==> src/pwm_diag_status_consts.svh <==
`ifndef PWM_DIAG_STATUS_CONSTS_SVH
`define PWM_DIAG_STATUS_CONSTS_SVH

// Register offsets
`define ADDR_PWM_MAP 8'h09
`define ADDR_SOURCE_SELECT 8'h0A
`define ADDR_GEN_DUTY 8'h0B
`define ADDR_LED_DUTY 8'h0C
`define ADDR_OFF_DIAG_EN 8'h0D
`define ADDR_ON_OL_EN 8'h0E
`define ADDR_OVC_CLEAR 8'h0F
`define ADDR_STATUS_ZERO 8'h10
`define ADDR_STATUS_ONE 8'h11
`define ADDR_OVC_FAULTS 8'h12
`define ADDR_OFF_OL_FAULTS 8'h13

// Reset values
`define CFG_RESET 8'h00
`define FLAG_RESET 8'h00

// Status register zero fields
`define S0_OFF_ERR 0
`define S0_ON_ERR 1
`define S0_PAR_ZERO 2
`define S0_PAR_ONE 3
`define S0_IDLE 4
`define S0_DISABLE 6

// Status register one fields
`define S1_MODE_LSB 0
`define S1_BATT_LOW 2
`define S1_IO_LOW 3
`define S1_POR 4

// Timing: slowest PWM rate in tenths of Hz, clock in Hz, steps per period
`define CLK_HZ 20000000
`define PWM_BASE_FRQ_DHZ 1225
`define PWM_STEPS 255
`define PWM_MAX_STEP 8'hFE
`define PWM_BASE_PRESCALE (`CLK_HZ * 10 / (`PWM_BASE_FRQ_DHZ * `PWM_STEPS))

`endif

==> src/pwm_diag_status_pkg.sv <==
package pwm_diag_status_pkg;

	// Register access request from the serial frame decoder
	typedef struct packed {
		logic wr;
		logic rd;
		logic [7:0] addr;
		logic [7:0] wdata;
	} reg_req_s;

	// Inputs arriving from outside the clock domain
	typedef struct packed {
		logic ext_reset;
		logic logic_low;
		logic disable_pin;
		logic idle_pin;
		logic parallel_input_one;
		logic parallel_input_zero;
		logic io_supply_low;
		logic battery_low;
		logic por_detect;
		logic [7:0] overcurrent;
		logic [7:0] openload;
	} async_in_s;

	typedef logic [7:0] chan_t;

endpackage

==> src/pwm_duty_gen.sv <==
`include "pwm_diag_status_consts.svh"

module pwm_duty_gen (
	input wire logic clock_i,
	input wire logic srst_i,
	input wire logic [7:0] duty_i,
	input wire logic [1:0] divider_i,
	output logic pwm_o
);
	localparam logic [9:0] BASE = 10'(`PWM_BASE_PRESCALE);

	logic [9:0] presc_ff;
	logic [7:0] step_ff;
	logic pwm_ff;
	logic [9:0] reload;

	// Each divider code halves the step time, doubling the PWM rate
	assign reload = (BASE >> divider_i) - 10'h001;

	// Step prescaler; a divider change takes effect at the next reload
	always_ff @(posedge clock_i) begin
		if (srst_i) presc_ff <= 10'h000;
		else if (presc_ff == 10'h000) presc_ff <= reload;
		else presc_ff <= presc_ff - 10'h001;
	end

	// 255 steps per period so full scale is exactly always on
	always_ff @(posedge clock_i) begin
		if (srst_i) step_ff <= 8'h00;
		else if (presc_ff == 10'h000) step_ff <= (step_ff == `PWM_MAX_STEP) ? 8'h00 : step_ff + 8'h01;
	end

	// Zero is off, all ones is on, linear in between
	always_ff @(posedge clock_i) begin
		if (srst_i) pwm_ff <= 1'b0;
		else pwm_ff <= (duty_i == 8'hFF) | (step_ff < duty_i);
	end

	assign pwm_o = pwm_ff;
endmodule

==> src/pwm_diag_status_regs.sv <==
`include "pwm_diag_status_consts.svh"

// Contract
// - Select bit zero routes general generator, one routes LED generator.
// - General duty: zero off, all ones on, linear steps between.
// - LED duty uses the same encoding as general duty.
// - Off-state diagnosis runs on a channel only while enabled.
// - On-state open-load diagnosis runs on a channel only while enabled.
// - Write-one to clear register clears overcurrent flags; zero leaves them.
// - Overcurrent or overtemperature sets and holds the channel fault bit.
// - Off-state open load sets and holds the channel fault bit.
// - Status zero bit 1 latches any-channel overcurrent.
// - Status zero bit 0 latches any-channel off-state diagnosis failure.
// - Status zero echoes inputs at bits 2, 3, 4 and 6.
// - Status one bit 4 latches detected power-on condition.
// - Status one latches io supply low bit 3, battery low bit 2.
// - Status one bits 1:0 report operating mode, read only.
// - Config resets on four sources; flags reset only on power-on.
// - Bit n of every channel register is channel n.
// - Channel takes generator output only when its mapping bit is one.
// - Divider code selects 122.5, 245.1, 490.2 or 980.4 Hz.
module pwm_diag_status_regs
	import pwm_diag_status_pkg::*;
(
	input wire logic clock_i,
	input wire logic srst_i,
	input wire reg_req_s reg_req_i,
	output logic [7:0] rdata_o,
	output logic rvalid_o,
	input wire logic soft_reset_i,
	input wire logic external_reset_pin_n_i,
	input wire logic logic_supply_low_i,
	input wire logic parallel_input_zero_i,
	input wire logic parallel_input_one_i,
	input wire logic idle_pin_i,
	input wire logic disable_pin_i,
	input wire logic disable_pin_cfg_i,
	input wire logic io_supply_low_i,
	input wire logic battery_low_i,
	input wire logic por_detect_i,
	input wire logic [7:0] overcurrent_det_i,
	input wire logic [7:0] openload_det_i,
	input wire logic [7:0] driver_on_i,
	input wire logic [1:0] mode_i,
	input wire logic [1:0] general_divider_i,
	input wire logic [1:0] led_divider_i,
	output logic [7:0] channel_pwm_o,
	output logic [7:0] off_diag_run_o,
	output logic [7:0] on_openload_run_o
);
	async_in_s raw;
	async_in_s sync1_ff;
	async_in_s sync2_ff;
	async_in_s sync3_ff;
	async_in_s pin_ff;
	logic cfg_rst;
	logic wr_hit;
	logic rd_hit;
	chan_t pwm_map_ff;
	chan_t source_select_ff;
	logic [7:0] general_duty_ff;
	logic [7:0] led_duty_ff;
	chan_t off_diag_enable_ff;
	chan_t on_openload_enable_ff;
	chan_t overcurrent_faults_ff;
	chan_t off_openload_faults_ff;
	logic on_err_ff;
	logic off_err_ff;
	logic por_flag_ff;
	logic io_low_ff;
	logic batt_low_ff;
	chan_t channel_pwm_ff;
	chan_t off_diag_run_ff;
	chan_t on_openload_run_ff;
	logic [7:0] rdata_ff;
	logic rvalid_ff;
	logic general_wave;
	logic led_wave;
	chan_t ovc_now;
	chan_t opl_now;
	chan_t ovc_clear;
	logic rd_s0;
	logic rd_s1;
	logic rd_opl;
	logic [7:0] nxt_rdata;
	logic [7:0] status_zero;
	logic [7:0] status_one;

	// Reset pin is inverted before the crossing so every stage resets to zero
	assign raw = '{ext_reset: ~external_reset_pin_n_i, logic_low: logic_supply_low_i,
		disable_pin: disable_pin_i, idle_pin: idle_pin_i,
		parallel_input_one: parallel_input_one_i, parallel_input_zero: parallel_input_zero_i,
		io_supply_low: io_supply_low_i, battery_low: battery_low_i,
		por_detect: por_detect_i, overcurrent: overcurrent_det_i, openload: openload_det_i};

	// Three-stage crossing; the first stage feeds only the second
	always_ff @(posedge clock_i) begin
		if (srst_i) begin
			sync1_ff <= '0;
			sync2_ff <= '0;
			sync3_ff <= '0;
		end else begin
			sync1_ff <= raw;
			sync2_ff <= sync1_ff;
			sync3_ff <= sync2_ff;
		end
	end

	// A bit changes only once the second and third stages agree
	always_ff @(posedge clock_i) begin
		if (srst_i) pin_ff <= '0;
		else pin_ff <= (sync2_ff & ~(sync2_ff ^ sync3_ff)) | (pin_ff & (sync2_ff ^ sync3_ff));
	end

	// Any of the four sources returns configuration to defaults
	assign cfg_rst = srst_i | pin_ff.ext_reset | soft_reset_i | pin_ff.logic_low;
	assign wr_hit = reg_req_i.wr;
	assign rd_hit = reg_req_i.rd;

	// Configuration registers; writes to read-only offsets fall through
	always_ff @(posedge clock_i) begin
		if (cfg_rst) begin
			pwm_map_ff <= `CFG_RESET;
			source_select_ff <= `CFG_RESET;
			general_duty_ff <= `CFG_RESET;
			led_duty_ff <= `CFG_RESET;
			off_diag_enable_ff <= `CFG_RESET;
			on_openload_enable_ff <= `CFG_RESET;
		end else if (wr_hit) begin
			case (reg_req_i.addr)
				`ADDR_PWM_MAP: pwm_map_ff <= reg_req_i.wdata;
				`ADDR_SOURCE_SELECT: source_select_ff <= reg_req_i.wdata;
				`ADDR_GEN_DUTY: general_duty_ff <= reg_req_i.wdata;
				`ADDR_LED_DUTY: led_duty_ff <= reg_req_i.wdata;
				`ADDR_OFF_DIAG_EN: off_diag_enable_ff <= reg_req_i.wdata;
				`ADDR_ON_OL_EN: on_openload_enable_ff <= reg_req_i.wdata;
				default: ;
			endcase
		end
	end

	// Two generators, rate per divider code
	pwm_duty_gen u_general_generator (
		.clock_i(clock_i),
		.srst_i(cfg_rst),
		.duty_i(general_duty_ff),
		.divider_i(general_divider_i),
		.pwm_o(general_wave)
	);

	pwm_duty_gen u_led_generator (
		.clock_i(clock_i),
		.srst_i(cfg_rst),
		.duty_i(led_duty_ff),
		.divider_i(led_divider_i),
		.pwm_o(led_wave)
	);

	// Per-channel generator choice, gated by the mapping bit; bit n is channel n
	always_ff @(posedge clock_i) begin
		if (cfg_rst) channel_pwm_ff <= 8'h00;
		else channel_pwm_ff <= pwm_map_ff &
			((source_select_ff & {8{led_wave}}) | (~source_select_ff & {8{general_wave}}));
	end

	// Diagnosis requests follow the driver state and the enables
	always_ff @(posedge clock_i) begin
		if (cfg_rst) begin
			off_diag_run_ff <= 8'h00;
			on_openload_run_ff <= 8'h00;
		end else begin
			off_diag_run_ff <= off_diag_enable_ff & ~driver_on_i;
			on_openload_run_ff <= on_openload_enable_ff & driver_on_i;
		end
	end

	// Off-state open load only counts where off diagnosis is actually running
	assign ovc_now = pin_ff.overcurrent;
	assign opl_now = pin_ff.openload & off_diag_run_ff;
	assign ovc_clear = (wr_hit && reg_req_i.addr == `ADDR_OVC_CLEAR) ? reg_req_i.wdata : 8'h00;
	assign rd_s0 = rd_hit && reg_req_i.addr == `ADDR_STATUS_ZERO;
	assign rd_s1 = rd_hit && reg_req_i.addr == `ADDR_STATUS_ONE;
	assign rd_opl = rd_hit && reg_req_i.addr == `ADDR_OFF_OL_FAULTS;

	// Overcurrent faults: write-one clear, a new event in the same cycle wins
	always_ff @(posedge clock_i) begin
		if (srst_i) overcurrent_faults_ff <= `FLAG_RESET;
		else overcurrent_faults_ff <= (overcurrent_faults_ff & ~ovc_clear) | ovc_now;
	end

	// Off-state open-load faults clear on read unless still present
	always_ff @(posedge clock_i) begin
		if (srst_i) off_openload_faults_ff <= `FLAG_RESET;
		else if (rd_opl) off_openload_faults_ff <= opl_now;
		else off_openload_faults_ff <= off_openload_faults_ff | opl_now;
	end

	// Summary flags in status zero
	always_ff @(posedge clock_i) begin
		if (srst_i) begin
			on_err_ff <= 1'b0;
			off_err_ff <= 1'b0;
		end else if (rd_s0) begin
			on_err_ff <= |ovc_now;
			off_err_ff <= |opl_now;
		end else begin
			on_err_ff <= on_err_ff | (|ovc_now);
			off_err_ff <= off_err_ff | (|opl_now);
		end
	end

	// Supply and power-on flags in status one
	always_ff @(posedge clock_i) begin
		if (srst_i) begin
			por_flag_ff <= 1'b0;
			io_low_ff <= 1'b0;
			batt_low_ff <= 1'b0;
		end else if (rd_s1) begin
			por_flag_ff <= pin_ff.por_detect;
			io_low_ff <= pin_ff.io_supply_low;
			batt_low_ff <= pin_ff.battery_low;
		end else begin
			por_flag_ff <= por_flag_ff | pin_ff.por_detect;
			io_low_ff <= io_low_ff | pin_ff.io_supply_low;
			batt_low_ff <= batt_low_ff | pin_ff.battery_low;
		end
	end

	// Status words; unused positions are hard zero
	always_comb begin
		status_zero = 8'h00;
		status_zero[`S0_OFF_ERR] = off_err_ff;
		status_zero[`S0_ON_ERR] = on_err_ff;
		status_zero[`S0_PAR_ZERO] = pin_ff.parallel_input_zero;
		status_zero[`S0_PAR_ONE] = pin_ff.parallel_input_one;
		status_zero[`S0_IDLE] = pin_ff.idle_pin;
		status_zero[`S0_DISABLE] = pin_ff.disable_pin & disable_pin_cfg_i;
		status_one = 8'h00;
		status_one[`S1_MODE_LSB +: 2] = mode_i;
		status_one[`S1_BATT_LOW] = batt_low_ff;
		status_one[`S1_IO_LOW] = io_low_ff;
		status_one[`S1_POR] = por_flag_ff;
	end

	// Read mux; write-only and unmapped offsets return zero
	always_comb begin
		nxt_rdata = 8'h00;
		case (reg_req_i.addr)
			`ADDR_PWM_MAP: nxt_rdata = pwm_map_ff;
			`ADDR_SOURCE_SELECT: nxt_rdata = source_select_ff;
			`ADDR_GEN_DUTY: nxt_rdata = general_duty_ff;
			`ADDR_LED_DUTY: nxt_rdata = led_duty_ff;
			`ADDR_OFF_DIAG_EN: nxt_rdata = off_diag_enable_ff;
			`ADDR_ON_OL_EN: nxt_rdata = on_openload_enable_ff;
			`ADDR_STATUS_ZERO: nxt_rdata = status_zero;
			`ADDR_STATUS_ONE: nxt_rdata = status_one;
			`ADDR_OVC_FAULTS: nxt_rdata = overcurrent_faults_ff;
			`ADDR_OFF_OL_FAULTS: nxt_rdata = off_openload_faults_ff;
			default: nxt_rdata = 8'h00;
		endcase
	end

	// Read data is captured before the clear-on-read takes effect
	always_ff @(posedge clock_i) begin
		if (srst_i) begin
			rdata_ff <= 8'h00;
			rvalid_ff <= 1'b0;
		end else begin
			rvalid_ff <= rd_hit;
			if (rd_hit) rdata_ff <= nxt_rdata;
		end
	end

	assign rdata_o = rdata_ff;
	assign rvalid_o = rvalid_ff;
	assign channel_pwm_o = channel_pwm_ff;
	assign off_diag_run_o = off_diag_run_ff;
	assign on_openload_run_o = on_openload_run_ff;
endmodule

==> config.mk <==
export PLATFORM = sky130hd
export DESIGN_NAME = pwm_diag_status_regs
export DESIGN_NICKNAME = d
export VERILOG_FILES = /design/src/pwm_diag_status_pkg.sv /design/src/pwm_duty_gen.sv /design/src/pwm_diag_status_regs.sv
export VERILOG_INCLUDE_DIRS = /design/src
export SDC_FILE = /design/constraint.sdc
export NUM_CORES = 1
export LEC_CHECK = 0
export BUFFER_PORTS_ARGS = -buffer_cell sky130_fd_sc_hd__buf_4
export CORE_ASPECT_RATIO = 0.8
export CORE_MARGIN = 2
export CORE_UTILIZATION = 45
export DETAILED_ROUTE_END_ITERATION = 16
export GPL_ROUTABILITY_DRIVEN = 0
export PLACE_DENSITY_LB_ADDON = 0.08
export SYNTH_ARGS = -nofsm -noshare
export SYNTH_HDL_FRONTEND = slang
export SYNTH_SLANG_ARGS = --single-unit
==> constraint.sdc <==
create_clock -name clock_i -period 2.7 [get_ports clock_i]
set_input_delay 0.27 -clock clock_i [delete_from_list [all_inputs] [get_ports clock_i]]
set_output_delay 0.27 -clock clock_i [all_outputs]
set_load 0.02 [all_outputs]
Word level (Yosys, flattened, before mapping)
Index checks and enable logic that the tools add are counted.
{ "totals": {"ff_bits": 240, "output_inout_bits": 33} }
{ "op_classes": {"n_addsub": 6, "magnitude_cmp": 2, "n_eq_ne": 15, "shift": 2, "n_mux": 12, "bitwise_logic": 30, "n_reduce_logical": 14} }
{ "op_table": {"columns": ["operator", "count"], "rows": [
  ["8-bit one-hot mux with 10 select lines", 1],
  ["8-bit bitwise AND", 7],
  ["8-bit by 4-bit == test with 1-bit output, second input constant", 7],
  ["25-bit bitwise AND", 2],
  ["10-bit by 1-bit subtractor with 10-bit output, second input constant", 4],
  ["8-bit by 5-bit == test with 1-bit output, second input constant", 4],
  ["8-bit == test, second input constant", 4],
  ["8-bit 2-to-1 mux", 4],
  ["25-bit NOT", 1],
  ["25-bit bitwise OR", 1],
  ["25-bit bitwise XOR", 1],
  ["8-bit NOT", 3],
  ["8-bit bitwise OR", 3],
  ["10-bit logical NOT", 2],
  ["10-bit 2-to-1 mux", 2],
  ["10-bit by 2-bit right shift with 10-bit output, first input constant", 2],
  ["8-bit by 1-bit adder with 8-bit output, second input constant", 2],
  ["8-bit less-than comparator", 2],
  ["8-bit OR reduction", 2],
  ["2-bit AND reduction", 6],
  ["1-bit bitwise OR", 10],
  ["1-bit 2-to-1 mux", 5],
  ["1-bit logical AND", 4],
  ["1-bit bitwise AND", 1],
  ["1-bit NOT", 1]
]} }

Depth between registers and ports, before layout
{ "logic_depth": {"depth_word": 6, "ltp_mapped": 9, "mapped_depth_nobuf": 7} }

Hierarchy
Synthesis repeated with hierarchy kept, for this count alone.
{ "hier_totals": {"cells_unflattened": 984, "hier_area_um2": 9392.8} }
{ "modules_own_cells": {"columns": ["mod", "instances", "cells_per_inst", "area_each_um2", "seq_area_each_um2"], "rows": [
  ["pwm_diag_status_regs", 1, 716, 7155.6, 4043.9],
  ["pwm_duty_gen", 2, 134, 1118.6, 380.4]
]} }

Worst setup path after synthesis
Ideal clock, no wire load.
{ "synth_path": {"path_kind": "reg2reg", "startpoint": "register u_led_generator.presc_ff[0]", "endpoint": "register u_led_generator.step_ff[1]", "setup_time_ns": 0.133, "arrival_ns": 1.882, "t_required_ns": 2.567, "slack_ns": 0.685, "stages_incl_launch_ff": 9, "n_path_buf": 1, "path_cell_list": "dfxtp_1 > inv_1 > ha_1 > or3b_2 > clkbuf_1 > nor4_4 > nand2_1 > o21ai_2 > a211oi_1"} }
{ "synth_via": {"elab_chain_cells": 1} }
{ "synth_lines": {"columns": ["item", "line", "source"], "rows": [
  ["start, declared", "pwm_duty_gen.sv:12", "logic [9:0] presc_ff;"],
  ["start signal, assigned", "pwm_duty_gen.sv:23", "else if (presc_ff == 10'h000) presc_ff <= reload;"],
  ["start signal, assigned", "pwm_duty_gen.sv:24", "else presc_ff <= presc_ff - 10'h001;"],
  ["10-bit logical NOT", "pwm_duty_gen.sv:30", "else if (presc_ff == 10'h000) step_ff <= (step_ff == `PWM_MAX_STEP) ? 8'h00 : step_ff + 8'h01;"],
  ["end signal, assigned", "pwm_duty_gen.sv:30", null],
  ["end, declared", "pwm_duty_gen.sv:13", "logic [7:0] step_ff;"]
]} }
No other way between the ends.
A chain may end at the register's enable or synchronous reset.

Final worst setup path
{ "layout_path": {"startpoint": "register u_led_generator.presc_ff[0]", "endpoint": "register u_led_generator.step_ff[5]"} }
The elaborated chain is that of the path after synthesis.

==> summary.txt <==
Run status
  – Status: finished, final reports clean

Global route
  – Met3 Track Usage GR: 0.03041
  – Largest net degree at the start of global routing: 92
  – GRT Total Usage: 0.2055
  – Congestion Overflow GR: 0
  – Initial antenna violation count: 0
  – Busiest grt layer: met1
  – Vias in the first global route: 6681
  – Met2 Usage GRT: 0.2887
  – First-pass GRT wire length: roughly 36000 um
  – Met1 Usage GRT: 0.3296

STA
  – Worst Hold Slack: between 30 and 40 ps
  – Max-slew violations: 0
  – Fin. Hold Viols: 0
  – Final period demand of the worst path: between 2000 and 2500 ps
  – Period utilization: 0.8033
  – Setup TNS: 0 ps
  – RSZ-0062 raised after global routing: false
  – Slew HR: 0.4025
  – Final Setup Violations: 0
  – Clock skew: about 19 ps
  – Slew @ Worst Pin: between 800 and 900 ps
  – Peak Freq: 461.1 MHz

Floorplan
  – I/O pins: between 90 and 100
  – Starting density of the core: 0.4551
  – Cell row count: 47
  – Die ar.: 0.02193 mm^2
  – Die Width: roughly 170 um
  – Die H: around 130 um
  – Core footprint: ~0.021 mm^2

Logic synthesis
  – Post-synth EDFFs: 0
  – Top_reg_cell synth: dfxtp_1
  – Synth async-reset ratio: 0
  – Number of synthesis warnings: 0
  – Register area share after synthesis: 0.5144
  – Net Count, Synth: around 1000
  – Mapped cell area: roughly 0.0093 mm^2
  – Distinct cells, synth: 60
  – Syn Area/Cell: approximately 9.7 um^2
  – Synth Instances: approximately 970
  – #FFs+latches synth: 240

Clocking
  – Clock sink total: 240
  – Clk_lat worst skew: between 500 and 600 ps
  – CTS root buf: clkbuf_16
  – Setup bufs post-CTS: 0
  – H-tree levels: 1
  – CTS buffer count: 24
  – Bufs on Longest Clock Path: 3
  – Clk slew on worst S/H paths: 60 ps
  – CTS tree: built

Critical path
  – Worst reg2reg startpoint: u_led_generator.presc_ff[0]$_SDFF_PP0_
  – Critical Path Max Stage Delay: about 550 ps
  – Worst-case reg-to-reg path depth: 8
  – R2R Setup Slk: 530 ps
  – Worst Setup Path Type: reg2reg
  – Required time worst endpoint: between 3000 and 4000 ps
  – WP buf/inv: 2
  – CP endpoint kind: register
  – Worst path cell trace: inv_1 -> ha_1 -> or3b_2 -> nor4_4 -> buf_4 -> nand4_1 -> xor2_1 -> nor2_1
  – Worst r2r dst: u_led_generator.step_ff[5]$_SDFFE_PP0N_
  – Worst setup SP type: register
  – Crit Path Max Fanout: 12
  – Data arrival, critical path: approximately 2600 ps
  – CP top delay family: simple AND/OR/NAND/NOR gates
  – Critical-path top delay cell: or3b_2

Layout
  – Area delta synth->final: 22.08%
  – # diodes: 0
  – Share of layout cells above drive strength 1: 0.1702
  – Layout net count: 1163
  – Post-layout util: 0.5556
  – Fillers: approximately 1900

Power and ir drop
  – Overall Power: roughly 8 mW
  – Power per Cell Area: between 600 and 700 mW/mm^2
  – Leak: roughly 4.5 nW
  – Peak VDD IR: roughly 470 uV

Hold path
  – Worst Hold Depth: 2
  – Worst Hold End: sync1_ff[7]$_SDFF_PP0_
  – Hold_sp: openload_det_i[7]
  – Worst min path class: in2reg

Placement
  – Dpl hpwl: ~16000 um
  – Buffers on Ports: just over 90

Route
  – Routed wire length: 22530 um
  – Iteration-0 DRC count of the detailed router: approximately 530
  – DRC violations left: 0
  – TritonRoute pass-1 iters: 4
  – Vias per Instance: about 5.2
  – Vias: between 7000 and 8000
  – Post-route ant nets: 0
  – Post-DR wirelength/cell: around 16 um

Job
  – Max-cap violations: 0
==> Yosys cell counts, types with 10 or more instances <==
library cell,n,share of area
a21oi_1,65,0.035
a221oi_1,10,0.0094
a22oi_1,10,0.0080
a31oi_1,13,0.0087
and3_1,25,0.017
clkbuf_1,29,0.012
dfxtp_1,240,0.51
ha_1,20,0.027
inv_1,27,0.011
mux2_2,14,0.017
mux2i_1,49,0.053
nand2_1,67,0.027
nand3_1,16,0.0086
nand4_1,10,0.0067
nor2_1,96,0.039
nor2b_1,79,0.053
nor3_1,10,0.0054
nor3b_1,10,0.0080
nor4_1,10,0.0067
o21ai_0,41,0.022
xor2_1,13,0.012
==> worst max path at each step <==
stage                                      startpoint                                      end  depth (start not counted)
6_report       u_led_generator.presc_ff[0]$_SDFF_PP0_  u_led_generator.step_ff[5]$_SDFFE_PP0N_                          8
5_1_grt        u_led_generator.presc_ff[0]$_SDFF_PP0_  u_led_generator.step_ff[5]$_SDFFE_PP0N_                          8
4_1_cts        u_led_generator.presc_ff[0]$_SDFF_PP0_  u_led_generator.step_ff[5]$_SDFFE_PP0N_                          8
3_5_place_dp                            reg_req_i[13]               pwm_map_ff[6]$_SDFFE_PP0P_                          6
3_3_place_gp                            reg_req_i[13]               pwm_map_ff[6]$_SDFFE_PP0P_                          6
2_1_floorplan  u_led_generator.presc_ff[0]$_SDFF_PP0_  u_led_generator.step_ff[1]$_SDFFE_PP0N_                          8
==> power breakdown <==
| group | internal (mW) | leakage [nW] | switching [mW] |
|---|---|---|---|
| registers | 3.63 | 1.95 | 0.0700 |
| logic | 0.333 | 2.17 | 0.392 |
| clock network | 1.99 | 0.393 | 1.39 |
==> routing by layer <==
| layer | wire [um] | vias up |
|---|---|---|
| met5 | 0 | - |
| met4 | 346 | 0 |
| li1 | - | 3604 |
| met2 | 9046 | 161 |
| met3 | 1026 | 27 |
| met1 | 12110 | 3346 |
==> cell families (layout without fill, tap and decap cells) <==
kind of cell               after synthesis  after routing  share of synthesized area
and+or+nand+nor                        363            363                     0.2075
adders and majority gates               20             20                    0.02679
buffers and inverters                   75            208                    0.03295
muxes                                   67             67                    0.07904
xor gates and xnor gates                21             21                    0.01969
DFF                                    240            240                     0.5144
AOI/OAI and AO/OA                      180            180                     0.1196
==> per-stage QoR <==
step / instances / setup slack, ps / area (um^2)
2_1_floorplan: 966 / 684.9 / 9340
3_3_place_gp: 1293 / 412.8 / 10270
3_5_place_dp: 1293 / 388.0 / 10270
4_1_cts: 1368 / 544.6 / 11400
5_1_grt: 1368 / 357.3 / 11400
6_report: 1368 / 531.2 / 11400
==> final cells by class <==
| cell class | count | area [um^2] | area share |
|---|---|---|---|
| Inverter | 27 | 101.3 | 0.008888 |
| Clock inverter | 11 | 116.4 | 0.01021 |
| Sequential cell | 240 | 4805 | 0.4214 |
| Tap cell | 269 | 336.6 | 0.02952 |
| Multi-Input combinational cell | 651 | 4235 | 0.3714 |
| Timing Repair Buffer | 138 | 1116 | 0.09788 |
| Clock buffer | 32 | 691.9 | 0.06068 |
==> repair_timing <==
| action | 4_1_cts | 5_1_grt |
|---|---|---|
| gates resized for setup | 0 | 0 |
| hold buffers | 32 | 0 |
| endpoints found under the hold margin | 40 | 0 |
==> layout by cell type, fill, tap and decap left out, drive strengths merged, types with 5 or more instances in the layout <==
cell type,instances
xor2,13
buf,106
nor2,97
nand2b,5
o21ai,44
a22oi,10
dfxtp,240
a31oi,13
a211oi,8
xnor2,8
or4,6
nor3,10
clkinv,6
a21oi,65
nand2,67
dlygate4sd3,32
clkbuf,32
a221oi,10
nor2b,79
nand4,11
mux2i,49
o31ai,5
nand3,20
or3,8
ha,20
and3,25
nor3b,10
nor4,12
mux2,14
inv,27
(Power assumes the default switching activity.)
